## config.mk

```make
export PLATFORM = sky130hd
export DESIGN_NAME = fcse_top
export DESIGN_NICKNAME = d
export VERILOG_FILES = /design/src/fcse_pkg.sv /design/src/fcse_top.sv
export SDC_FILE = /design/constraint.sdc
export NUM_CORES = 1
export LEC_CHECK = 0
export BUFFER_PORTS_ARGS = -buffer_cell sky130_fd_sc_hd__buf_2
export CORE_ASPECT_RATIO = 0.7
export CORE_MARGIN = 8
export CORE_UTILIZATION = 40
export DETAILED_ROUTE_END_ITERATION = 8
export GPL_TIMING_DRIVEN = 0
export PLACE_DENSITY_LB_ADDON = 0.08
export SYNTH_ARGS = -nofsm -noshare
export SYNTH_HDL_FRONTEND = slang
export SYNTH_SLANG_ARGS = --single-unit
```

## constraint.sdc

```tcl
create_clock -name sys_clk -period 4.4 [get_ports sys_clk]
set_input_delay 0.44 -clock sys_clk [delete_from_list [all_inputs] [get_ports sys_clk]]
set_output_delay 0.44 -clock sys_clk [all_outputs]
set_load 0.05 [all_outputs]
```

## src/fcse_pkg.sv

```systemverilog
/*
 Constants, codes and state types of the flash command and status engine.
 Assumes a 200 MHz system clock; pin timing is handled by the top module.
*/
package fcse_pkg;
  // ==================================================
  // Command codes
  localparam logic [7:0] CMD_READ_ARRAY = 8'hFF;
  localparam logic [7:0] CMD_READ_ID = 8'h90;
  localparam logic [7:0] CMD_READ_STATUS = 8'h70;
  localparam logic [7:0] CMD_CLEAR_STATUS = 8'h50;
  localparam logic [7:0] CMD_ERASE_SETUP = 8'h20;
  localparam logic [7:0] CMD_PROG_SETUP = 8'h40;
  localparam logic [7:0] CMD_PROG_ALT = 8'h10;
  localparam logic [7:0] CMD_SUSPEND = 8'hB0;
  localparam logic [7:0] CMD_CONFIRM = 8'hD0;
  localparam logic [7:0] CMD_CFG_SETUP = 8'h60;
  localparam logic [7:0] CMD_CFG_CONFIRM = 8'h03;
  // ==================================================
  // Identifier addresses and block field
  localparam logic [19:0] ID_ADDR_MAKER = 20'h00000;
  localparam logic [19:0] ID_ADDR_PART = 20'h00001;
  localparam logic [19:0] ID_ADDR_CFG = 20'h00005;
  localparam int BLK_LSB = 15;
  // ==================================================
  // Status bit positions and reset values
  localparam int SB_READY = 7;
  localparam int SB_ESUSP = 6;
  localparam int SB_EFAIL = 5;
  localparam int SB_PFAIL = 4;
  localparam int SB_VLOW = 3;
  localparam int SB_PSUSP = 2;
  localparam int SB_LOCK = 1;
  localparam logic [7:0] ERR_MASK = 8'h3A;
  localparam logic [7:0] STATUS_RST = 8'h80;
  localparam logic [15:0] RCFG_RST = 16'h8000;
  localparam int RCFG_MODE_BIT = 15;
  // ==================================================
  // Internal operation timing
  localparam int CLK_MHZ = 200;
  localparam int PROG_TIME_NS = 10000;
  localparam int ERASE_TIME_NS = 100000;
  localparam int SUSP_LAT_NS = 100;
  localparam int PROG_CYC = PROG_TIME_NS * CLK_MHZ / 1000;
  localparam int ERASE_CYC = ERASE_TIME_NS * CLK_MHZ / 1000;
  localparam int SUSP_LAT_CYC = SUSP_LAT_NS * CLK_MHZ / 1000;
  localparam logic [23:0] PROG_LAST = 24'(PROG_CYC - 1);
  localparam logic [7:0] SUSP_LAST = 8'(SUSP_LAT_CYC - 1);
  // ==================================================
  // State types
  typedef enum logic [1:0] {RM_ARRAY, RM_ID, RM_STATUS} fcse_rmode_e;
  typedef enum logic [1:0] {CS_READY, CS_PROG, CS_ERASE, CS_CFG} fcse_cmd_e;
endpackage

```

## src/fcse_top.sv

```systemverilog
/*
 Command interpreter, internal operation sequencer and status reporting.
 Assumes bus pins arrive asynchronously; array and lock map share sys_clk.
*/
`timescale 1ns/100ps
module fcse_top #(
  parameter logic [15:0] MAKER_ID = 16'h1234, // Arbitrary value
  parameter logic [15:0] PART_ID = 16'h5678, // Arbitrary value
  parameter logic [23:0] ERASE_CYC = 24'(fcse_pkg::ERASE_CYC)
) (
  input wire logic sys_clk,
  input wire logic rst,
  input wire logic ce_n,
  input wire logic oe_n,
  input wire logic we_n,
  input wire logic addr_valid_n,
  input wire logic burst_clk,
  input wire logic lock_guard,
  input wire logic vpp_ok,
  input wire logic [19:0] addr,
  input wire logic [15:0] dq_i,
  input wire logic block_locked,
  input wire logic [15:0] array_rdata,
  output logic [15:0] dq_o,
  output logic dq_oe,
  output logic arr_prog,
  output logic arr_erase,
  output logic [19:0] arr_addr,
  output logic [15:0] arr_data,
  output logic page_mode,
  output logic pseudo_standby
);
  // ==================================================
  // Pin synchronisers and edge history
  logic [42:0] s1_q, s2_q;
  logic [4:0] p_q;
  always_ff @(posedge sys_clk) begin
    if (rst) begin
      s1_q <= '1;
      s2_q <= '1;
      p_q <= '1;
    end else begin
      s1_q <= {ce_n, oe_n, we_n, addr_valid_n, burst_clk, lock_guard, vpp_ok, addr, dq_i};
      s2_q <= s1_q;
      p_q <= s2_q[42:38];
    end
  end

  // Synchronised pin views
  logic ce_s, oe_s, we_s, adv_s, bclk_s, wp_s, vpp_s;
  logic [19:0] addr_s;
  logic [15:0] din_s;
  assign {ce_s, oe_s, we_s, adv_s, bclk_s, wp_s, vpp_s} = s2_q[42:36];
  assign addr_s = s2_q[35:16];
  assign din_s = s2_q[15:0];

  // ==================================================
  // Decode helpers
  function automatic logic fcse_is_prog(input logic [7:0] d);
    return (d == fcse_pkg::CMD_PROG_SETUP) || (d == fcse_pkg::CMD_PROG_ALT);
  endfunction
  function automatic logic [4:0] fcse_blk(input logic [19:0] a);
    return a[19:fcse_pkg::BLK_LSB];
  endfunction

  // ==================================================
  // State registers
  fcse_pkg::fcse_rmode_e rmode_q, rmode_d;
  fcse_pkg::fcse_cmd_e cmd_q, cmd_d;
  logic [19:0] addr_q, pg_addr_q;
  logic [15:0] pg_data_q, rcfg_q;
  logic [7:0] err_q, snap_q, lat_q;
  logic [4:0] er_blk_q;
  logic [23:0] pg_cnt_q, er_cnt_q;
  logic pg_act_q, pg_sus_q, er_act_q, er_sus_q;
  logic sus_pend_q, sus_pg_q, snap_lock_q;

  // Write end on strobe rise, clock pin not involved
  logic wr_end, adv_rise;
  logic [19:0] cur_addr;
  logic [7:0] wd;
  assign wr_end = oe_s & ((we_s & ~p_q[2] & ~p_q[4]) | (ce_s & ~p_q[4] & ~p_q[2]));
  assign adv_rise = adv_s & ~p_q[1];
  assign cur_addr = adv_s ? addr_q : addr_s;
  assign wd = din_s[7:0];

  // Operation activity
  logic pg_busy, er_busy, busy, in_esus;
  assign pg_busy = pg_act_q & ~pg_sus_q;
  assign er_busy = er_act_q & ~er_sus_q;
  assign busy = pg_busy | er_busy;
  assign in_esus = er_act_q & er_sus_q;

  // First-cycle command decode; no supply check here
  logic cmd_ev, ok_esus, acc;
  assign cmd_ev = wr_end & (cmd_q == fcse_pkg::CS_READY);
  assign ok_esus = (wd == fcse_pkg::CMD_READ_ARRAY) | fcse_is_prog(wd)
    | (wd == fcse_pkg::CMD_SUSPEND) | (wd == fcse_pkg::CMD_READ_STATUS)
    | (wd == fcse_pkg::CMD_CONFIRM);
  assign acc = cmd_ev & (~in_esus | ok_esus)
    & ~((wd == fcse_pkg::CMD_READ_ARRAY) & busy);

  // Accepted commands
  logic a_ff, a_id, a_st, a_clr, a_erase, a_prog, a_susp, a_res, a_cfg;
  assign a_ff = acc & (wd == fcse_pkg::CMD_READ_ARRAY);
  assign a_id = acc & (wd == fcse_pkg::CMD_READ_ID);
  assign a_st = acc & (wd == fcse_pkg::CMD_READ_STATUS);
  assign a_clr = acc & (wd == fcse_pkg::CMD_CLEAR_STATUS);
  assign a_erase = acc & (wd == fcse_pkg::CMD_ERASE_SETUP) & ~er_act_q & ~pg_act_q;
  assign a_prog = acc & fcse_is_prog(wd) & ~pg_act_q & ~er_busy;
  assign a_susp = acc & (wd == fcse_pkg::CMD_SUSPEND) & busy & ~sus_pend_q;
  assign a_res = acc & (wd == fcse_pkg::CMD_CONFIRM) & (pg_sus_q | er_sus_q);
  assign a_cfg = acc & (wd == fcse_pkg::CMD_CFG_SETUP);

  // Second-cycle decode
  logic p2, e2, g2, e_ok, g_ok, lock_bad, pg_bad, pg_start, er_start, bad_seq;
  assign p2 = wr_end & (cmd_q == fcse_pkg::CS_PROG);
  assign e2 = wr_end & (cmd_q == fcse_pkg::CS_ERASE);
  assign g2 = wr_end & (cmd_q == fcse_pkg::CS_CFG);
  assign e_ok = e2 & (wd == fcse_pkg::CMD_CONFIRM);
  assign g_ok = g2 & (wd == fcse_pkg::CMD_CFG_CONFIRM);
  assign lock_bad = block_locked & ~wp_s;
  assign pg_bad = p2 & in_esus & (fcse_blk(cur_addr) == er_blk_q);
  assign pg_start = p2 & ~lock_bad & ~pg_bad;
  assign er_start = e_ok & ~lock_bad;
  assign bad_seq = (e2 & ~e_ok) | (g2 & ~g_ok) | pg_bad;

  // Progress, supply test and completion
  logic pg_run, pg_vlow, pg_done, er_run, er_vlow, er_done, lat_done;
  assign pg_run = pg_busy & vpp_s;
  assign pg_vlow = pg_busy & ~vpp_s;
  assign pg_done = pg_run & (pg_cnt_q == fcse_pkg::PROG_LAST);
  assign er_run = er_busy & ~pg_act_q & vpp_s;
  assign er_vlow = er_busy & ~pg_act_q & ~vpp_s;
  assign er_done = er_run & (er_cnt_q == ERASE_CYC - 24'h000001);
  assign lat_done = sus_pend_q & (lat_q == fcse_pkg::SUSP_LAST);

  // Error flags: set wins over clear
  logic [7:0] set_v, err_d;
  assign set_v[fcse_pkg::SB_EFAIL] = bad_seq | (e_ok & lock_bad) | er_vlow;
  assign set_v[fcse_pkg::SB_PFAIL] = bad_seq | (p2 & lock_bad) | pg_vlow;
  assign set_v[fcse_pkg::SB_VLOW] = er_vlow | pg_vlow;
  assign set_v[fcse_pkg::SB_LOCK] = lock_bad & (p2 | e_ok);
  assign {set_v[7:6], set_v[2], set_v[0]} = 4'h0;
  assign err_d = (a_clr ? (err_q & ~fcse_pkg::ERR_MASK) : err_q) | set_v;

  // Read mode selection
  always_comb begin
    rmode_d = rmode_q;
    if (a_ff | a_clr | g_ok) begin
      rmode_d = fcse_pkg::RM_ARRAY;
    end else if (a_id) begin
      rmode_d = fcse_pkg::RM_ID;
    end else if (a_st | a_erase | a_prog | a_susp | a_res | p2 | e2 | g2) begin
      rmode_d = fcse_pkg::RM_STATUS;
    end
  end

  // Command sequence state
  always_comb begin
    cmd_d = cmd_q;
    unique case (cmd_q)
      fcse_pkg::CS_READY: begin
        if (a_erase) begin
          cmd_d = fcse_pkg::CS_ERASE;
        end else if (a_prog) begin
          cmd_d = fcse_pkg::CS_PROG;
        end else if (a_cfg) begin
          cmd_d = fcse_pkg::CS_CFG;
        end
      end
      fcse_pkg::CS_PROG, fcse_pkg::CS_ERASE, fcse_pkg::CS_CFG: begin
        if (wr_end) begin
          cmd_d = fcse_pkg::CS_READY;
        end
      end
    endcase
  end

  // Command interface registers
  always_ff @(posedge sys_clk) begin
    if (rst) begin
      rmode_q <= fcse_pkg::RM_ARRAY;
      cmd_q <= fcse_pkg::CS_READY;
      rcfg_q <= fcse_pkg::RCFG_RST;
      err_q <= 8'h00;
      addr_q <= 20'h00000;
    end else begin
      rmode_q <= rmode_d;
      cmd_q <= cmd_d;
      rcfg_q <= g_ok ? cur_addr[15:0] : rcfg_q;
      err_q <= err_d;
      addr_q <= adv_rise ? addr_s : addr_q;
    end
  end

  // Program sequencer
  always_ff @(posedge sys_clk) begin
    if (rst) begin
      pg_act_q <= 1'b0;
      pg_sus_q <= 1'b0;
      pg_cnt_q <= 24'h000000;
      pg_addr_q <= 20'h00000;
      pg_data_q <= 16'h0000;
    end else begin
      pg_act_q <= pg_start | (pg_act_q & ~pg_done & ~pg_vlow);
      if (lat_done & sus_pg_q & pg_act_q) begin
        pg_sus_q <= 1'b1;
      end else if (a_res & pg_sus_q) begin
        pg_sus_q <= 1'b0;
      end
      pg_cnt_q <= pg_start ? 24'h000000 : (pg_run ? pg_cnt_q + 24'h000001 : pg_cnt_q);
      pg_addr_q <= pg_start ? cur_addr : pg_addr_q;
      pg_data_q <= pg_start ? din_s : pg_data_q;
    end
  end

  // Erase sequencer and suspend latency
  always_ff @(posedge sys_clk) begin
    if (rst) begin
      er_act_q <= 1'b0;
      er_sus_q <= 1'b0;
      er_cnt_q <= 24'h000000;
      er_blk_q <= 5'h00;
      sus_pend_q <= 1'b0;
      sus_pg_q <= 1'b0;
      lat_q <= 8'h00;
    end else begin
      er_act_q <= er_start | (er_act_q & ~er_done & ~er_vlow);
      if (lat_done & ~sus_pg_q & er_act_q) begin
        er_sus_q <= 1'b1;
      end else if (a_res & ~pg_sus_q) begin
        er_sus_q <= 1'b0;
      end
      er_cnt_q <= er_start ? 24'h000000 : (er_run ? er_cnt_q + 24'h000001 : er_cnt_q);
      er_blk_q <= er_start ? fcse_blk(cur_addr) : er_blk_q;
      sus_pend_q <= a_susp | (sus_pend_q & ~lat_done & busy);
      sus_pg_q <= a_susp ? pg_busy : sus_pg_q;
      lat_q <= a_susp ? 8'h00 : lat_q + 8'h01;
    end
  end

  // ==================================================
  // Status snapshot and read data
  logic snap_ev, rd_act;
  logic [7:0] stat_now, snap_d;
  logic [15:0] id_word, rd_word;
  assign stat_now = err_q | ({7'h00, ~busy} << fcse_pkg::SB_READY)
    | ({7'h00, er_sus_q} << fcse_pkg::SB_ESUSP)
    | ({7'h00, pg_sus_q} << fcse_pkg::SB_PSUSP);
  assign snap_ev = ~snap_lock_q & (adv_rise
    | (~rcfg_q[fcse_pkg::RCFG_MODE_BIT] & bclk_s & ~p_q[0] & ~adv_s)
    | (~oe_s & p_q[3]) | (~ce_s & p_q[4]));
  assign snap_d = snap_ev ? stat_now : snap_q;
  assign rd_act = ~ce_s & ~oe_s;
  assign id_word = (cur_addr == fcse_pkg::ID_ADDR_MAKER) ? MAKER_ID
    : (cur_addr == fcse_pkg::ID_ADDR_PART) ? PART_ID
    : (cur_addr == fcse_pkg::ID_ADDR_CFG) ? rcfg_q : 16'h0000;
  assign rd_word = (rmode_q == fcse_pkg::RM_ARRAY) ? array_rdata
    : (rmode_q == fcse_pkg::RM_ID) ? id_word : {8'h00, snap_d};

  // Snapshot register, held until the read ends
  always_ff @(posedge sys_clk) begin
    if (rst) begin
      snap_q <= fcse_pkg::STATUS_RST;
      snap_lock_q <= 1'b0;
    end else begin
      snap_q <= snap_d;
      snap_lock_q <= snap_ev | (snap_lock_q & ~(oe_s & ~p_q[3]) & ~(ce_s & ~p_q[4]));
    end
  end

  // Registered outputs
  always_ff @(posedge sys_clk) begin
    if (rst) begin
      dq_o <= 16'h0000;
      dq_oe <= 1'b0;
      arr_prog <= 1'b0;
      arr_erase <= 1'b0;
      arr_addr <= 20'h00000;
      arr_data <= 16'h0000;
      page_mode <= 1'b1;
      pseudo_standby <= 1'b0;
    end else begin
      dq_o <= rd_word;
      dq_oe <= rd_act & we_s;
      arr_prog <= pg_done;
      arr_erase <= er_done;
      arr_addr <= pg_done ? pg_addr_q : (er_done ? {er_blk_q, 15'h0000} : arr_addr);
      arr_data <= pg_done ? pg_data_q : (er_done ? 16'hFFFF : arr_data);
      page_mode <= rcfg_q[fcse_pkg::RCFG_MODE_BIT];
      pseudo_standby <= ce_s & in_esus;
    end
  end

  // ==================================================
  // Checks
  localparam int SUSP_CHK = 24;
endmodule // fcse_top

```

# == After elaboration in Yosys (flattened, before gate mapping) ==
# Index checks and enable logic that the tools add are counted.
# totals
reg_bits,308
mem_count,0
inputBits,62
mem_bits_ro,0
latchBits,0
word_cells,241
out_inout_bits,57
ramBits,0
# op_classes
n_lt_le_gt_ge,0
add_sub_neg,3
mux,23
n_reduce_logical,15
n_eq_ne,23
mul,0
bitwise_logic,146
n_div,0
n_shift,0
# ops
op,n
$mux W16,7
$and A1 B1 Y1,77
$mux W20,3
$add A24 B1 Y24 const B,2
$not A1 Y1,33
$eq A8 B7 Y1 const B,4
$eq A8 B8 Y1 const B,4
$or A1 B1 Y1,32
$eq A24 B11 Y1 const B,1
$eq A24 B15 Y1 const B,1
$eq A20 B1 Y1 const B,1
$eq A20 B3 Y1 const B,1
$logic_not A20 Y1,1
$eq A8 B5 Y1 const B,2
$add A8 B1 Y8 const B,1
$eq A8 B2 Y1 const B,1
$eq A8 B6 Y1 const B,1
$mux W2,4
$mux W8,1
$or A8 B3 Y8,1
$or A8 B6 Y8,1
$or A8 B7 Y8,1
$or A8 B8 Y8,1
$reduce_bool A2 Y1,4
13 further kinds,25

# == Depth between registers and ports, before layout ==
# Gate-level depths: netlist (run 1).
# logic_depth
depth_word,21
mapped_depth,10
mapped_depth_nobuf,7

# == Worst setup path before layout (run 1) ==
# No wires, ideal clock.
# synth_path
path_type,register to register
startpoint,register s2_q[39]
endpoint,register dq_o[4]
n_path_buf,1
required_ns,4.272
period_less_slack_ns,2.299
stages_incl_launch_ff,7
arrival_ns,2.172
slack_ns,2.101
setup_ns,0.128
path_cell_list,dfxtp_1 -> buf_6 -> or4b_2 -> a41oi_4 -> mux2_2 -> a221oi_1 -> nor2_1
# synth_via
elab_chain_cells,9
elab_cells_between_ends,17
cone_classes,eq/ne (2); mux (7); bitwise (7); reduce/logical (1)
# synth_lines
element,line,rtl
start: declaration,fcse_top.sv:35,"logic [42:0] s1_q, s2_q;"
start signal: assignment,fcse_top.sv:44,s2_q <= s1_q;
"parallel branches: the longest is 7 deep, another holds $mux W20",--,
$mux W16 (*),fcse_top.sv:260,": (rmode_q == fcse_pkg::RM_ID) ? id_word : {8'h00, snap_d};"
$mux W16 (*),fcse_top.sv:259,assign rd_word = (rmode_q == fcse_pkg::RM_ARRAY) ? array_rdata
end signal: assignment,fcse_top.sv:285,dq_o <= rd_word;
end: declaration,fcse_top.sv:24,"output logic [15:0] dq_o,"
# Every way passes the cells marked *.
# A chain may end at the register's enable or synchronous reset.

# == Final worst setup path (run 1) ==
# layout_path
startpoint,register s2_q[39]
endpoint,register pg_addr_q[10]
# layout_via
elab_chain_cells,5
# layout_lines
element,line,rtl
$mux W20 (*),fcse_top.sv:84,assign cur_addr = adv_s ? addr_q : addr_s;
$eq A5 B5 Y1,fcse_top.sv:123,assign pg_bad = p2 & in_esus & (fcse_blk(cur_addr) == er_blk_q);
$and A1 B1 Y1,fcse_top.sv:123,
$not A1 Y1,fcse_top.sv:124,assign pg_start = p2 & ~lock_bad & ~pg_bad;
$and A1 B1 Y1,fcse_top.sv:124,
end signal: assignment,fcse_top.sv:213,pg_addr_q <= pg_start ? cur_addr : pg_addr_q;
end: declaration,fcse_top.sv:70,"logic [19:0] addr_q, pg_addr_q;"
# Every way passes the cells marked *; elsewhere a longest branch is shown, timed or not.

==> results of run 1 <==
-- critical path: cells and delay by family, from the launching register on --
| family | cells | cell delay (ns) |
|---|---|---|
| AOI/OAI and AO/OA | 2 | 0.79 |
| xor gates and xnor gates | 1 | 0.20 |
| buffers and inverters | 3 | 1.00 |
| DFF | 1 | 0.36 |
| muxes | 1 | 0.68 |
| and+or+nand+nor | 2 | 0.15 |
-- how the worst max path moves through the flow --
stage / to / slack (ns) / cells after the start
finish: pg_addr_q[10]$_SDFFE_PP0P_ / 1.14 / 9
global route: pg_addr_q[17]$_SDFFE_PP0P_ / 0.87 / 9
CTS: pg_addr_q[10]$_SDFFE_PP0P_ / 1.12 / 9
detailed placement: pg_addr_q[16]$_SDFFE_PP0P_ / 1.14 / 8
global placement: pg_addr_q[15]$_SDFFE_PP0P_ / 1.15 / 8
floorplan: dq_o[4]$_SDFF_PP0_ / 2.10 / 6
-- Yosys cell counts (7+ instances only) --
cell type and instances:
dfxtp_1 304, nor2_1 194, or2_2 97, nand2_1 88, a21oi_1 66, nor3_1 58
clkbuf_1 56, mux2i_1 48, xor2_1 36, a211oi_1 27, nand3_1 24, xnor2_1 22
nand4_1 20, nor4_1 20, a22o_1 16, nand2b_1 11, buf_2 9, and3_1 8
nor2b_1 7
-- sequential cells by signal, summed over array words and instances, names as in the netlist, 2 cells and up --
signal,flops
s1_q,43
s2_q,43
er_cnt_q,24
pg_cnt_q,24
addr_q,20
arr_addr,20
pg_addr_q,20
arr_data,16
dq_o,16
pg_data_q,16
rcfg_q,16
lat_q,8
snap_q,8
er_blk_q,5
p_q,5
err_q,4
cmd_q,2
rmode_q,2
-- cell type report --
cell class	instances	area, um^2
diodes	1	2.50
plain buffers	72	330
clock buffers	40	870
clock inverters	15	201
fillers	2685	14400
inverters	6	22.5
multi-input cells	834	4950
flip-flops and latches	304	6090
well taps	371	464
repair buffers	118	591
-- routing by layer --
metal	GRT usage, %	vias up	routed length, um
li1	-	4451	-
met1	27.3	4123	16400
met2	23.5	270	11500
met3	5.22	38	2730
met4	3.37	0	458
met5	0	-	0
-- metrics by stage --
stage	instance area (um^2)	worst slack, ns
after floorplan	11400	2.10
after global placement	12400	1.15
after detailed placement	12400	1.14
after CTS	13500	1.12
after global routing	13500	0.872
final	13500	1.14
-- power by group --
part	internal [mW]	switching (mW)	total (mW)
clock	1.63	1.10	2.73
sequential	2.81	0.0301	2.84
combinational	0.0965	0.177	0.274
total	4.53	1.30	5.84
-- cell families (layout without fill, tap and decap cells) --
| family | after synthesis | in the layout |
|---|---|---|
| AOI/OAI and AO/OA | 155 | 155 |
| xor gates and xnor gates | 58 | 58 |
| adders and majority gates | 3 | 3 |
| buffers and inverters | 78 | 251 |
| DFF | 304 | 304 |
| muxes | 52 | 52 |
| other | 0 | 1 |
| and+or+nand+nor | 566 | 566 |
==> metrics.txt, run 1 <==
# TYPE chip_impl_metric gauge
chip_impl_info{name="outcome",value="finished, final reports clean"} 1
chip_impl_metric{name="ios",unit=""} 119
chip_impl_metric{name="ys_ff_latch",unit=""} 304
chip_impl_metric{name="synth-seq-area-share",unit="%"} 53.5
chip_impl_metric{name="global_route_wire_length_before_repair",unit="mm"} 48.1
chip_impl_metric{name="timing.final.max_slew_violations",unit=""} 0
chip_impl_info{name="ys_top_cells_by_area",value="dfxtp_1, nor2_1, or2_2"} 1
chip_impl_metric{name="initial_antenna_violation_count",unit=""} 0
chip_impl_metric{name="hold_path_depth",unit=""} 2
chip_impl_metric{name="worstPathArrival",unit="ns"} 3.74
chip_impl_metric{name="syn_to_final_growth",unit="%"} 18.7
chip_impl_metric{name="grt_overflow",unit=""} 0
chip_impl_metric{name="clk_path_buf_depth",unit=""} 3
chip_impl_metric{name="cts_sinks",unit=""} 304
chip_impl_metric{name="max_freq",unit="MHz"} 306
chip_impl_info{name="tritoncts",value="done"} 1
chip_impl_metric{name="grt_max_degree",unit=""} 16
chip_impl_info{name="yosys_most_used_dff",value="dfxtp_1"} 1
chip_impl_metric{name="cts_setup_buffers",unit=""} 0
chip_impl_metric{name="final_core_util",unit="%"} 48.5
chip_impl_metric{name="timing.final.hold_violations",unit=""} 0
chip_impl_metric{name="dr.first_iter.drc_count",unit=""} 543
chip_impl_metric{name="clk-insertion-delay-late",unit="ns"} 0.56
chip_impl_metric{name="place.port_buffers",unit=""} 118
chip_impl_metric{name="floorplan.initialDensity",unit="%"} 40.8
chip_impl_info{name="final_common_cell",value="dfxtp_1"} 1
chip_impl_metric{name="via_count",unit=""} 8882
chip_impl_metric{name="area_share_of_the_leading_cell_type_in_the_synthesized_netlist",unit="%"} 53.5
chip_impl_metric{name="syn_avg_cell_area",unit="um^2"} 9.36
chip_impl_info{name="grt_setup_unrepaired",value="false"} 1
chip_impl_metric{name="layout_cell_share_with_drive_strength_beyond_1",unit="%"} 21.5
chip_impl_metric{name="final_nets",unit=""} 1431
chip_impl_metric{name="critical_path.max_stage_delay",unit="ns"} 0.68
chip_impl_metric{name="chipWidth",unit="um"} 218
chip_impl_metric{name="synth_edf_count",unit=""} 0
chip_impl_info{name="ctsRootBufferMaster",value="clkbuf_16"} 1
chip_impl_metric{name="post_cts_resized",unit=""} 0
chip_impl_info{name="worstSetupStartpointType",value="flop"} 1
chip_impl_metric{name="peakVddDrop",unit="V"} 0.000275
chip_impl_info{name="dominant_combinational_cell_family_by_area_after_synthesis",value="simple AND/OR/NAND/NOR gates"} 1
chip_impl_metric{name="final.period_utilization",unit="%"} 74.2
chip_impl_metric{name="mappedNetlistArea",unit="mm^2"} 0.0114
chip_impl_metric{name="critical_path_peak_fanout",unit=""} 10
chip_impl_info{name="reg2reg_from",value="s2_q[39]$_SDFF_PP1_"} 1
chip_impl_info{name="worst_r2r_endpoint",value="pg_addr_q[10]$_SDFFE_PP0P_"} 1
chip_impl_metric{name="cts_hold_buffers",unit=""} 0
chip_impl_metric{name="dp_hpwl",unit="mm"} 23.2
chip_impl_metric{name="total_leakage_power",unit="nW"} 5.24
chip_impl_metric{name="reg2reg_setup_slack",unit="ns"} 1.14
chip_impl_metric{name="number_of_global_route_vias_before_repair",unit=""} 8352
chip_impl_metric{name="drtAntennaViolNets",unit=""} 0
chip_impl_metric{name="instances_no_fill",unit=""} 1761
chip_impl_metric{name="core",unit="mm^2"} 0.0279
chip_impl_metric{name="timing.reg2reg.worst_path_depth",unit=""} 9
chip_impl_metric{name="chipHeight",unit="um"} 157
chip_impl_metric{name="synth-adder-area-share",unit="%"} 0.330
chip_impl_info{name="crit_chain",value="buf_6 > mux2i_1 > xnor2_1 > nor2_1 > a211oi_1 > buf_2 > clkbuf_1 > nor2_1 > a211oi_1"} 1
chip_impl_info{name="timing.hold.worst_endpoint",value="s1_q[21]$_SDFF_PP1_"} 1
chip_impl_metric{name="synthXorXnorAreaFrac",unit="%"} 4.46
chip_impl_metric{name="asyncSetResetFlopFracSynth",unit="%"} 0
chip_impl_metric{name="postSynthCellCount",unit=""} 1216
chip_impl_info{name="synthDominantAreaCellType",value="dfxtp_1"} 1
chip_impl_metric{name="setup-violations-final",unit=""} 0
chip_impl_info{name="worstHoldPathType",value="primary input to flop"} 1
chip_impl_metric{name="wl",unit="mm"} 31.1
chip_impl_metric{name="synth_nets",unit=""} 1281
chip_impl_metric{name="timing.max_slew.rel_slack",unit="%"} 42.4
chip_impl_metric{name="fin_worst_hold_slack",unit="ns"} 0.0588
chip_impl_info{name="most-common-layout-cells",value="dfxtp_1, nor2_1, buf_2"} 1
chip_impl_metric{name="period_needed",unit="ns"} 3.26
chip_impl_metric{name="htree_levels",unit=""} 1
chip_impl_metric{name="synth_warnings",unit=""} 0
chip_impl_metric{name="core.rowCount",unit=""} 51
chip_impl_metric{name="drt_pass1_iterations",unit=""} 5
chip_impl_metric{name="fin_skew",unit="ns"} 0.0169
chip_impl_info{name="crit_start",value="s2_q[39]$_SDFF_PP1_"} 1
chip_impl_metric{name="placed_cells",unit=""} 1705
chip_impl_metric{name="fin_tns_setup",unit="ns"} 0
chip_impl_metric{name="power_density",unit="mW/mm^2"} 432
chip_impl_metric{name="track_usage",unit="%"} 17.7
chip_impl_metric{name="maxCapViolations",unit=""} 0
chip_impl_metric{name="critical_path_required",unit="ns"} 4.88
chip_impl_metric{name="synth-simple-area-share",unit="%"} 24.8
chip_impl_info{name="crit_slowest_cell",value="mux2i_1"} 1
chip_impl_metric{name="cts-buffers-inserted",unit=""} 30
chip_impl_metric{name="drc_errors",unit=""} 0
chip_impl_metric{name="synth_cell_type_count",unit=""} 67
chip_impl_info{name="worstSetupEndpointType",value="flop"} 1
chip_impl_info{name="hold_crit_start",value="addr[5]"} 1
chip_impl_metric{name="synthesized_area_fraction_occupied_by_ao_oa_aoi_and_oai_cells",unit="%"} 9.25
chip_impl_metric{name="route.detailed.wl_per_inst",unit="um"} 17.7
chip_impl_metric{name="gp_congestion",unit=""} 0.905
chip_impl_info{name="worst-setup-path-type",value="flop to flop"} 1
chip_impl_metric{name="report.power.total",unit="mW"} 5.84
chip_impl_metric{name="worst-slew-pin-transition",unit="ns"} 0.858
chip_impl_metric{name="floorplan.die_area",unit="mm^2"} 0.0342
chip_impl_metric{name="vias_per_cell",unit=""} 5.04
chip_impl_metric{name="cts.clk_slew.worst_paths",unit="ns"} 0.07
chip_impl_metric{name="synthMuxAreaShare",unit="%"} 4.62
Note: power is estimated with default switching activity, not from simulation.
==> run 2: changes to the inputs <==
- ABC_AREA: default -> 1
- clock period: 4.4 -> 2.6 ns (I/O delays scaled with it)
==> run 2 against run 1 <==
Effect of this change: non-clock buffer count grew 47; sequential power grew 70%; die area grew 2.9%; global-route usage grew 0.56 points; count of clock-buffer cells in the layout grew 5; synthesized area grew 3.2%; utilization grew 1.6 points; setup slack lost 0.89 ns; wire length grew 5.5%; maximum frequency grew 38%; largest power group unchanged; highest routed layer unchanged.
==> metrics.txt, run 2 <==
# TYPE chip_impl_metric gauge
chip_impl_info{name="worstSetupEndpointType",value="flop"} 1
chip_impl_metric{name="area_share_of_the_leading_cell_type_in_the_synthesized_netlist",unit="%"} 51.8
chip_impl_metric{name="cts.clk_slew.worst_paths",unit="ns"} 0.07
chip_impl_metric{name="floorplan.die_area",unit="mm^2"} 0.0352
chip_impl_metric{name="grt_max_degree",unit=""} 15
chip_impl_metric{name="critical_path_peak_fanout",unit=""} 10
chip_impl_metric{name="timing.final.max_slew_violations",unit=""} 0
chip_impl_metric{name="cts-buffers-inserted",unit=""} 30
chip_impl_metric{name="setup-violations-final",unit=""} 0
chip_impl_metric{name="max_freq",unit="MHz"} 424
chip_impl_metric{name="global_route_wire_length_before_repair",unit="mm"} 52.4
chip_impl_info{name="synthTopCellsByCount",value="dfxtp_1, nand2_1, nor2_1"} 1
chip_impl_metric{name="ios",unit=""} 119
chip_impl_metric{name="fin_tns_setup",unit="ns"} 0
chip_impl_metric{name="drt_pass1_iterations",unit=""} 5
chip_impl_metric{name="wl",unit="mm"} 32.8
chip_impl_metric{name="synth-seq-area-share",unit="%"} 51.8
chip_impl_metric{name="track_usage",unit="%"} 18.2
chip_impl_metric{name="period_needed",unit="ns"} 2.36
chip_impl_info{name="top_regs",value="s1_q x43, s2_q x43"} 1
chip_impl_metric{name="initial_antenna_violation_count",unit=""} 0
chip_impl_info{name="reg2reg_from",value="er_act_q$_SDFF_PP0_"} 1
chip_impl_metric{name="timing.final.hold_violations",unit=""} 0
chip_impl_metric{name="maxCapViolations",unit=""} 0
chip_impl_metric{name="total_leakage_power",unit="nW"} 5.89
chip_impl_info{name="worstHoldPathType",value="primary input to flop"} 1
chip_impl_metric{name="timing.max_slew.rel_slack",unit="%"} 40.8
chip_impl_metric{name="postSynthCellCount",unit=""} 1453
chip_impl_metric{name="core",unit="mm^2"} 0.0289
chip_impl_metric{name="htree_levels",unit=""} 1
chip_impl_info{name="timing.hold.worst_endpoint",value="dq_o[6]$_SDFF_PP0_"} 1
chip_impl_metric{name="dp_hpwl",unit="mm"} 23.9
chip_impl_metric{name="syn_avg_cell_area",unit="um^2"} 8.08
chip_impl_metric{name="number_of_global_route_vias_before_repair",unit=""} 9554
chip_impl_metric{name="place.port_buffers",unit=""} 118
chip_impl_metric{name="ys_ff_latch",unit=""} 304
chip_impl_info{name="outcome",value="finished, final reports clean"} 1
chip_impl_metric{name="critical_path_required",unit="ns"} 3.09
chip_impl_metric{name="clk-insertion-delay-late",unit="ns"} 0.56
chip_impl_info{name="final_common_cell",value="dfxtp_1"} 1
chip_impl_metric{name="vias_per_cell",unit=""} 4.86
chip_impl_metric{name="final.period_utilization",unit="%"} 90.7
chip_impl_info{name="most-common-layout-cells",value="dfxtp_1, nand2_1, nor2_1"} 1
chip_impl_metric{name="finalInstanceArea",unit="mm^2"} 0.0145
chip_impl_metric{name="power_density",unit="mW/mm^2"} 705
chip_impl_metric{name="dpl_cell_area",unit="mm^2"} 0.0128
chip_impl_metric{name="placed_cells",unit=""} 1949
chip_impl_metric{name="mappedNetlistArea",unit="mm^2"} 0.0117
chip_impl_info{name="hold_crit_start",value="array_rdata[6]"} 1
chip_impl_metric{name="worstPathArrival",unit="ns"} 2.85
chip_impl_info{name="grt_setup_unrepaired",value="false"} 1
chip_impl_info{name="worstSetupStartpointType",value="flop"} 1
chip_impl_metric{name="floorplan.initialDensity",unit="%"} 40.7
chip_impl_metric{name="report.power.total",unit="mW"} 10.2
chip_impl_metric{name="synth_cell_type_count",unit=""} 45
chip_impl_info{name="ys_top_cells_by_area",value="dfxtp_1, nand2_1, nor2_1"} 1
chip_impl_metric{name="final_nets",unit=""} 1725
chip_impl_metric{name="asyncSetResetFlopFracSynth",unit="%"} 0
chip_impl_info{name="tritoncts",value="done"} 1
chip_impl_metric{name="route.detailed.wl_per_inst",unit="um"} 15.9
chip_impl_info{name="worst_r2r_endpoint",value="arr_addr[15]$_SDFFE_PP0P_"} 1
chip_impl_metric{name="core.rowCount",unit=""} 52
chip_impl_metric{name="hold_path_depth",unit=""} 3
chip_impl_metric{name="worst-slew-pin-transition",unit="ns"} 0.888
chip_impl_metric{name="via_count",unit=""} 10023
chip_impl_metric{name="instances_no_fill",unit=""} 2062
chip_impl_info{name="ctsRootBufferMaster",value="clkbuf_16"} 1
chip_impl_metric{name="dr.first_iter.drc_count",unit=""} 755
chip_impl_metric{name="peakVddDrop",unit="V"} 0.000448
chip_impl_metric{name="chipWidth",unit="um"} 221
chip_impl_metric{name="layout_cell_share_with_drive_strength_beyond_1",unit="%"} 18.8
chip_impl_metric{name="grt_overflow",unit=""} 0
chip_impl_metric{name="timing.reg2reg.worst_path_depth",unit=""} 9
chip_impl_info{name="yosys_most_used_dff",value="dfxtp_1"} 1
chip_impl_metric{name="gp_congestion",unit=""} 0.846
chip_impl_metric{name="cts_sinks",unit=""} 304
chip_impl_info{name="synthDominantAreaCellType",value="dfxtp_1"} 1
chip_impl_metric{name="syn_to_final_growth",unit="%"} 23.1
chip_impl_metric{name="fin_skew",unit="ns"} 0.0124
chip_impl_metric{name="clk_path_buf_depth",unit=""} 3
chip_impl_metric{name="chipHeight",unit="um"} 159
chip_impl_metric{name="synth_nets",unit=""} 1518
chip_impl_metric{name="synth_warnings",unit=""} 0
chip_impl_metric{name="reg2reg_setup_slack",unit="ns"} 0.24
chip_impl_info{name="yosys.cell_count.top_type",value="dfxtp_1"} 1
chip_impl_metric{name="synth_edf_count",unit=""} 0
chip_impl_metric{name="drc_errors",unit=""} 0
chip_impl_info{name="worst-setup-path-type",value="flop to flop"} 1
chip_impl_metric{name="drtAntennaViolNets",unit=""} 0
## run 2: changes by cell type after synthesis, moves of 30 or more
cell	previous run	this run
mux2i_1	48	0
o21ai_0	5	95
inv_1	6	111
a21oi_1	66	105
nor2_1	194	158
nand3_1	24	72
nand2_1	88	266
nor3_1	58	28
## run 2: logic make-up after synthesis
logic type,after synthesis,share of synthesized area (%)
flops,304,51.8
simple gates,689,27.6
buf+inv,175,6.20
compound gates,244,11.2
fa+ha+maj,3,0.320
xor+xnor,38,2.83
## run 2: metrics by stage
stage	hold WS [ns]	worst slack, ns	util [%]
final	0.0496	0.242	50.1
after global routing	0.0454	0.0152	50.1
after CTS	0.0255	0.117	50.0
after detailed placement	0.393	0.125	44.3
after global placement	0.392	0.106	44.3
after floorplan	0.364	0.855	-
## run 2: cell type report
type | instances | area (um^2)
multi-input combinational | 974 | 4930
fill | 2883 | 14400
buffer | 62 | 309
antenna | 1 | 2.50
inverter | 113 | 424
clock inverter | 10 | 181
sequential | 304 | 6090
timing repair buffer | 175 | 1160
clock buffer | 45 | 898
tap | 378 | 473
## run 2: critical path: stages (launching register included)
cell and delay (ns):
dfxtp_1 0.50, nand2_2 0.14, nor3_4 0.25, inv_1 0.13
nor2_1 0.23, nand4_1 0.29, nand2_2 0.24, clkbuf_4 0.25
o21ai_0 0.10, a21oi_1 0.15
## run 2: repair_timing
item                                    CTS  global route
setup buffers                             0             1
hold buffers                             56             0
resized for setup                         0             5
endpoints found under the setup margin    0            16
hold endpoints to repair                 56             0
## run 2: how the worst max path moves through the flow
stage	start	endpoint	slack, ns	cells past startpoint
after detailed placement	er_act_q$_SDFF_PP0_	arr_addr[1]$_SDFFE_PP0P_	0.13	8
after global routing	s2_q[39]$_SDFF_PP1_	pg_data_q[12]$_SDFFE_PP0P_	0.02	9
after global placement	er_act_q$_SDFF_PP0_	arr_addr[1]$_SDFFE_PP0P_	0.11	8
final	er_act_q$_SDFF_PP0_	arr_addr[15]$_SDFFE_PP0P_	0.24	9
after CTS	er_act_q$_SDFF_PP0_	arr_addr[1]$_SDFFE_PP0P_	0.12	8
after floorplan	s2_q[39]$_SDFF_PP1_	pg_addr_q[12]$_SDFFE_PP0P_	0.86	11
## run 2: per-layer routing
layer	vias up	GRT usage (%)	wire, um	share of wire, %
met2	225	27.6	13700	42
met4	0	4.02	610	1.9
met5	-	0.699	0	0
li1	5132	-	-	-
met3	43	3.26	1770	5.4
met1	4623	26.6	16700	51
## run 2: power by group
part | leakage [nW] | switching (mW) | internal, mW
clock network | 0.527 | 1.83 | 2.87
logic | 2.88 | 0.407 | 0.254
registers | 2.48 | 0.0539 | 4.78
==> run 3: changes to the inputs <==
- ABC_AREA: 1 -> default
==> run 3 against run 2 <==
Effect of this change: combinational power shrank 18%; non-clock buffer count grew 11; clock power shrank 2%; sequential share of layout area grew 0.55 points; via count shrank 9.1%; die area shrank 2.8%; wire length shrank 3.3%; global-route usage shrank 0.30 points; critical path type unchanged; critical endpoint is now er_cnt_q[7]$_SDFFE_PP0P_; largest cell class unchanged.
==> metrics.txt, run 3 (synthesized netlist as in run 1, its figures left out) <==
# TYPE chip_impl_metric gauge
chip_impl_metric{name="drt_pass1_iterations",unit=""} 5
chip_impl_metric{name="chipHeight",unit="um"} 157
chip_impl_metric{name="timing.final.max_slew_violations",unit=""} 0
chip_impl_metric{name="route.detailed.wl_per_inst",unit="um"} 17.5
chip_impl_metric{name="vias_per_cell",unit=""} 5.01
chip_impl_metric{name="final.period_utilization",unit="%"} 96.4
chip_impl_metric{name="clk_path_buf_depth",unit=""} 3
chip_impl_metric{name="wl",unit="mm"} 31.7
chip_impl_metric{name="critical_path_required",unit="ns"} 3.05
chip_impl_metric{name="syn_to_final_growth",unit="%"} 25.5
chip_impl_metric{name="gp_congestion",unit=""} 0.905
chip_impl_metric{name="timing.max_slew.rel_slack",unit="%"} 43.7
chip_impl_metric{name="drc_errors",unit=""} 0
chip_impl_metric{name="worstPathArrival",unit="ns"} 2.96
chip_impl_metric{name="floorplan.die_area",unit="mm^2"} 0.0342
chip_impl_metric{name="worst-slew-pin-transition",unit="ns"} 0.821
chip_impl_metric{name="placed_cells",unit=""} 1705
chip_impl_info{name="worstSetupEndpointType",value="flop"} 1
chip_impl_info{name="crit_family",value="simple AND/OR/NAND/NOR gates"} 1
chip_impl_metric{name="crit_buf_inv",unit=""} 4
chip_impl_metric{name="dr.first_iter.drc_count",unit=""} 602
chip_impl_metric{name="cts-buffers-inserted",unit=""} 30
chip_impl_metric{name="hold_path_depth",unit=""} 3
chip_impl_metric{name="critical_path_peak_fanout",unit=""} 10
chip_impl_metric{name="setup-violations-final",unit=""} 0
chip_impl_metric{name="htree_levels",unit=""} 1
chip_impl_metric{name="dp_hpwl",unit="mm"} 23.2
chip_impl_metric{name="power_density",unit="mW/mm^2"} 697
chip_impl_info{name="worstSetupStartpointType",value="flop"} 1
chip_impl_metric{name="reg2reg_setup_slack",unit="ns"} 0.09
chip_impl_metric{name="final_nets",unit=""} 1489
chip_impl_metric{name="layout_cell_share_with_drive_strength_beyond_1",unit="%"} 23.8
chip_impl_metric{name="ios",unit=""} 119
chip_impl_metric{name="critical_path.max_stage_delay",unit="ns"} 0.47
chip_impl_metric{name="timing.final.hold_violations",unit=""} 0
chip_impl_info{name="final_common_cell",value="dfxtp_1"} 1
chip_impl_info{name="most-common-layout-cells",value="dfxtp_1, nor2_1, buf_2"} 1
chip_impl_metric{name="grt_max_degree",unit=""} 16
chip_impl_info{name="crit_slowest_cell",value="or4b_1"} 1
chip_impl_metric{name="core.rowCount",unit=""} 51
chip_impl_metric{name="clk-insertion-delay-late",unit="ns"} 0.56
chip_impl_metric{name="core",unit="mm^2"} 0.0279
chip_impl_metric{name="num-fill-cells",unit=""} 2618
chip_impl_info{name="timing.hold.worst_endpoint",value="dq_o[12]$_SDFF_PP0_"} 1
chip_impl_metric{name="via_count",unit=""} 9115
chip_impl_info{name="cp_common_cell",value="buf_6"} 1
chip_impl_info{name="reg2reg_from",value="s2_q[0]$_SDFF_PP1_"} 1
chip_impl_metric{name="place.port_buffers",unit=""} 118
chip_impl_metric{name="max_freq",unit="MHz"} 399
chip_impl_metric{name="track_usage",unit="%"} 17.9
chip_impl_metric{name="initial_antenna_violation_count",unit=""} 0
chip_impl_info{name="tritoncts",value="done"} 1
chip_impl_info{name="outcome",value="finished, final reports clean"} 1
chip_impl_metric{name="maxCapViolations",unit=""} 0
chip_impl_metric{name="floorplan.initialDensity",unit="%"} 40.8
chip_impl_info{name="worst-setup-path-type",value="flop to flop"} 1
chip_impl_metric{name="multi_input_comb_area",unit="mm^2"} 0.00509
chip_impl_metric{name="fin_skew",unit="ns"} 0.0162
chip_impl_metric{name="global_route_wire_length_before_repair",unit="mm"} 48.9
chip_impl_info{name="worst_r2r_endpoint",value="er_cnt_q[7]$_SDFFE_PP0P_"} 1
chip_impl_info{name="ctsRootBufferMaster",value="clkbuf_16"} 1
chip_impl_metric{name="timing.reg2reg.worst_path_depth",unit=""} 10
chip_impl_metric{name="drtAntennaViolNets",unit=""} 0
chip_impl_info{name="crit_chain",value="nor4_4 > nand3_2 > or4b_1 > buf_2 > or2_1 > buf_6 > nand2b_2 > buf_6 > buf_8 > nor2_1"} 1
chip_impl_metric{name="grt_overflow",unit=""} 0
chip_impl_metric{name="period_needed",unit="ns"} 2.51
chip_impl_info{name="worstHoldPathType",value="primary input to flop"} 1
chip_impl_metric{name="chipWidth",unit="um"} 218
chip_impl_metric{name="fin_tns_setup",unit="ns"} 0
chip_impl_metric{name="instances_no_fill",unit=""} 1819
chip_impl_info{name="top_regs",value="s1_q x43, s2_q x43"} 1
chip_impl_info{name="hold_crit_start",value="array_rdata[12]"} 1
chip_impl_metric{name="seq_area",unit="mm^2"} 0.00609
chip_impl_metric{name="number_of_global_route_vias_before_repair",unit=""} 8559
chip_impl_metric{name="cts.clk_slew.worst_paths",unit="ns"} 0.06
chip_impl_metric{name="cts_sinks",unit=""} 304
chip_impl_metric{name="peakVddDrop",unit="V"} 0.000478
chip_impl_metric{name="total_leakage_power",unit="nW"} 5.54
==> run 3: cell types whose count changed in the layout (fill, tap and decap cells not counted), moves of 16 or more <==
cell / previous run / this run
nand2_1: 266 / 88
inv_1: 111 / 6
o21ai_0: 95 / 5
nand3_1: 72 / 24
mux2i_1: 0 / 43
a21oi_1: 105 / 65
nor2_1: 158 / 194
nor3_1: 28 / 55
a22o_1: 0 / 16
buf_4: 1 / 17
==> run 3: per-stage QoR <==
stage | util (%) | hold slack (ns) | instance area, um^2 | setup WS, ns | power, mW
6_report | 51.2 | 0.0379 | 14300 | 0.0928 | 9.96
5_1_grt | 51.2 | 0.0416 | 14300 | -0.00485 | 10.3
4_1_cts | 50.8 | 0.00667 | 14200 | 0.00377 | 10.1
3_5_place_dp | 44.6 | 0.394 | 12400 | -0.660 | 5.36
3_3_place_gp | 44.6 | 0.393 | 12400 | -0.653 | 5.36
2_1_floorplan | - | 0.364 | 11400 | 0.301 | 5.17
==> run 3: what timing repair did <==
action                                  CTS  global route
buffers inserted                          5            10
hold buffers                             49             0
endpoints found under the setup margin  139           122
hold endpoints to repair                 49             0
resized for setup                        29            27
pin swaps                                 3             6
==> run 3: worst max-delay path by stage <==
stage                                    from                    endpoint  slack [ns]  cells past startpoint
after CTS                 s2_q[39]$_SDFF_PP1_  pg_data_q[13]$_SDFFE_PP0P_       0.004                      9
after floorplan           s2_q[39]$_SDFF_PP1_          dq_o[4]$_SDFF_PP0_        0.30                      6
after global routing       s2_q[3]$_SDFF_PP1_    er_cnt_q[7]$_SDFFE_PP0P_      -0.005                     10
final                      s2_q[0]$_SDFF_PP1_    er_cnt_q[7]$_SDFFE_PP0P_        0.09                     10
after global placement    s2_q[39]$_SDFF_PP1_  pg_addr_q[15]$_SDFFE_PP0P_       -0.65                      8
after detailed placement  s2_q[39]$_SDFF_PP1_  pg_addr_q[16]$_SDFFE_PP0P_       -0.66                      8
==> run 3: final cells by class <==
type                    instances  area share (%)
diodes                          1          0.0175
plain buffers                  66            2.45
clock buffers                  40            6.09
clock inverters                15            1.41
inverters                       6           0.158
multi-input cells             834            35.6
flip-flops and latches        304            42.6
well taps                     371            3.25
repair buffers                182            8.36
==> run 3: power by group <==
part           leakage [nW]  total, mW  internal [mW]  switching (mW)
sequential             2.48       4.81           4.75          0.0586
combinational          2.54      0.539          0.227           0.313
clock                 0.519       4.62           2.76            1.86
==> run 3: routing by layer <==
| layer | GRT usage [%] | vias to the layer above | share of wire [%] |
|---|---|---|---|
| met3 | 5.22 | 31 | 8.1 |
| met1 | 27.6 | 4230 | 53 |
| met4 | 3.41 | 0 | 1.3 |
| met2 | 24.0 | 276 | 38 |
| met5 | 0 | - | 0 |
| li1 | - | 4578 | - |
==> run 3: worst min-delay path, delay by kind of cell <==
kind,cells,cell delay [ns]
and+or+nand+nor,1,0.06
AOI/OAI and AO/OA,1,0.12
buffers and inverters,1,0.11
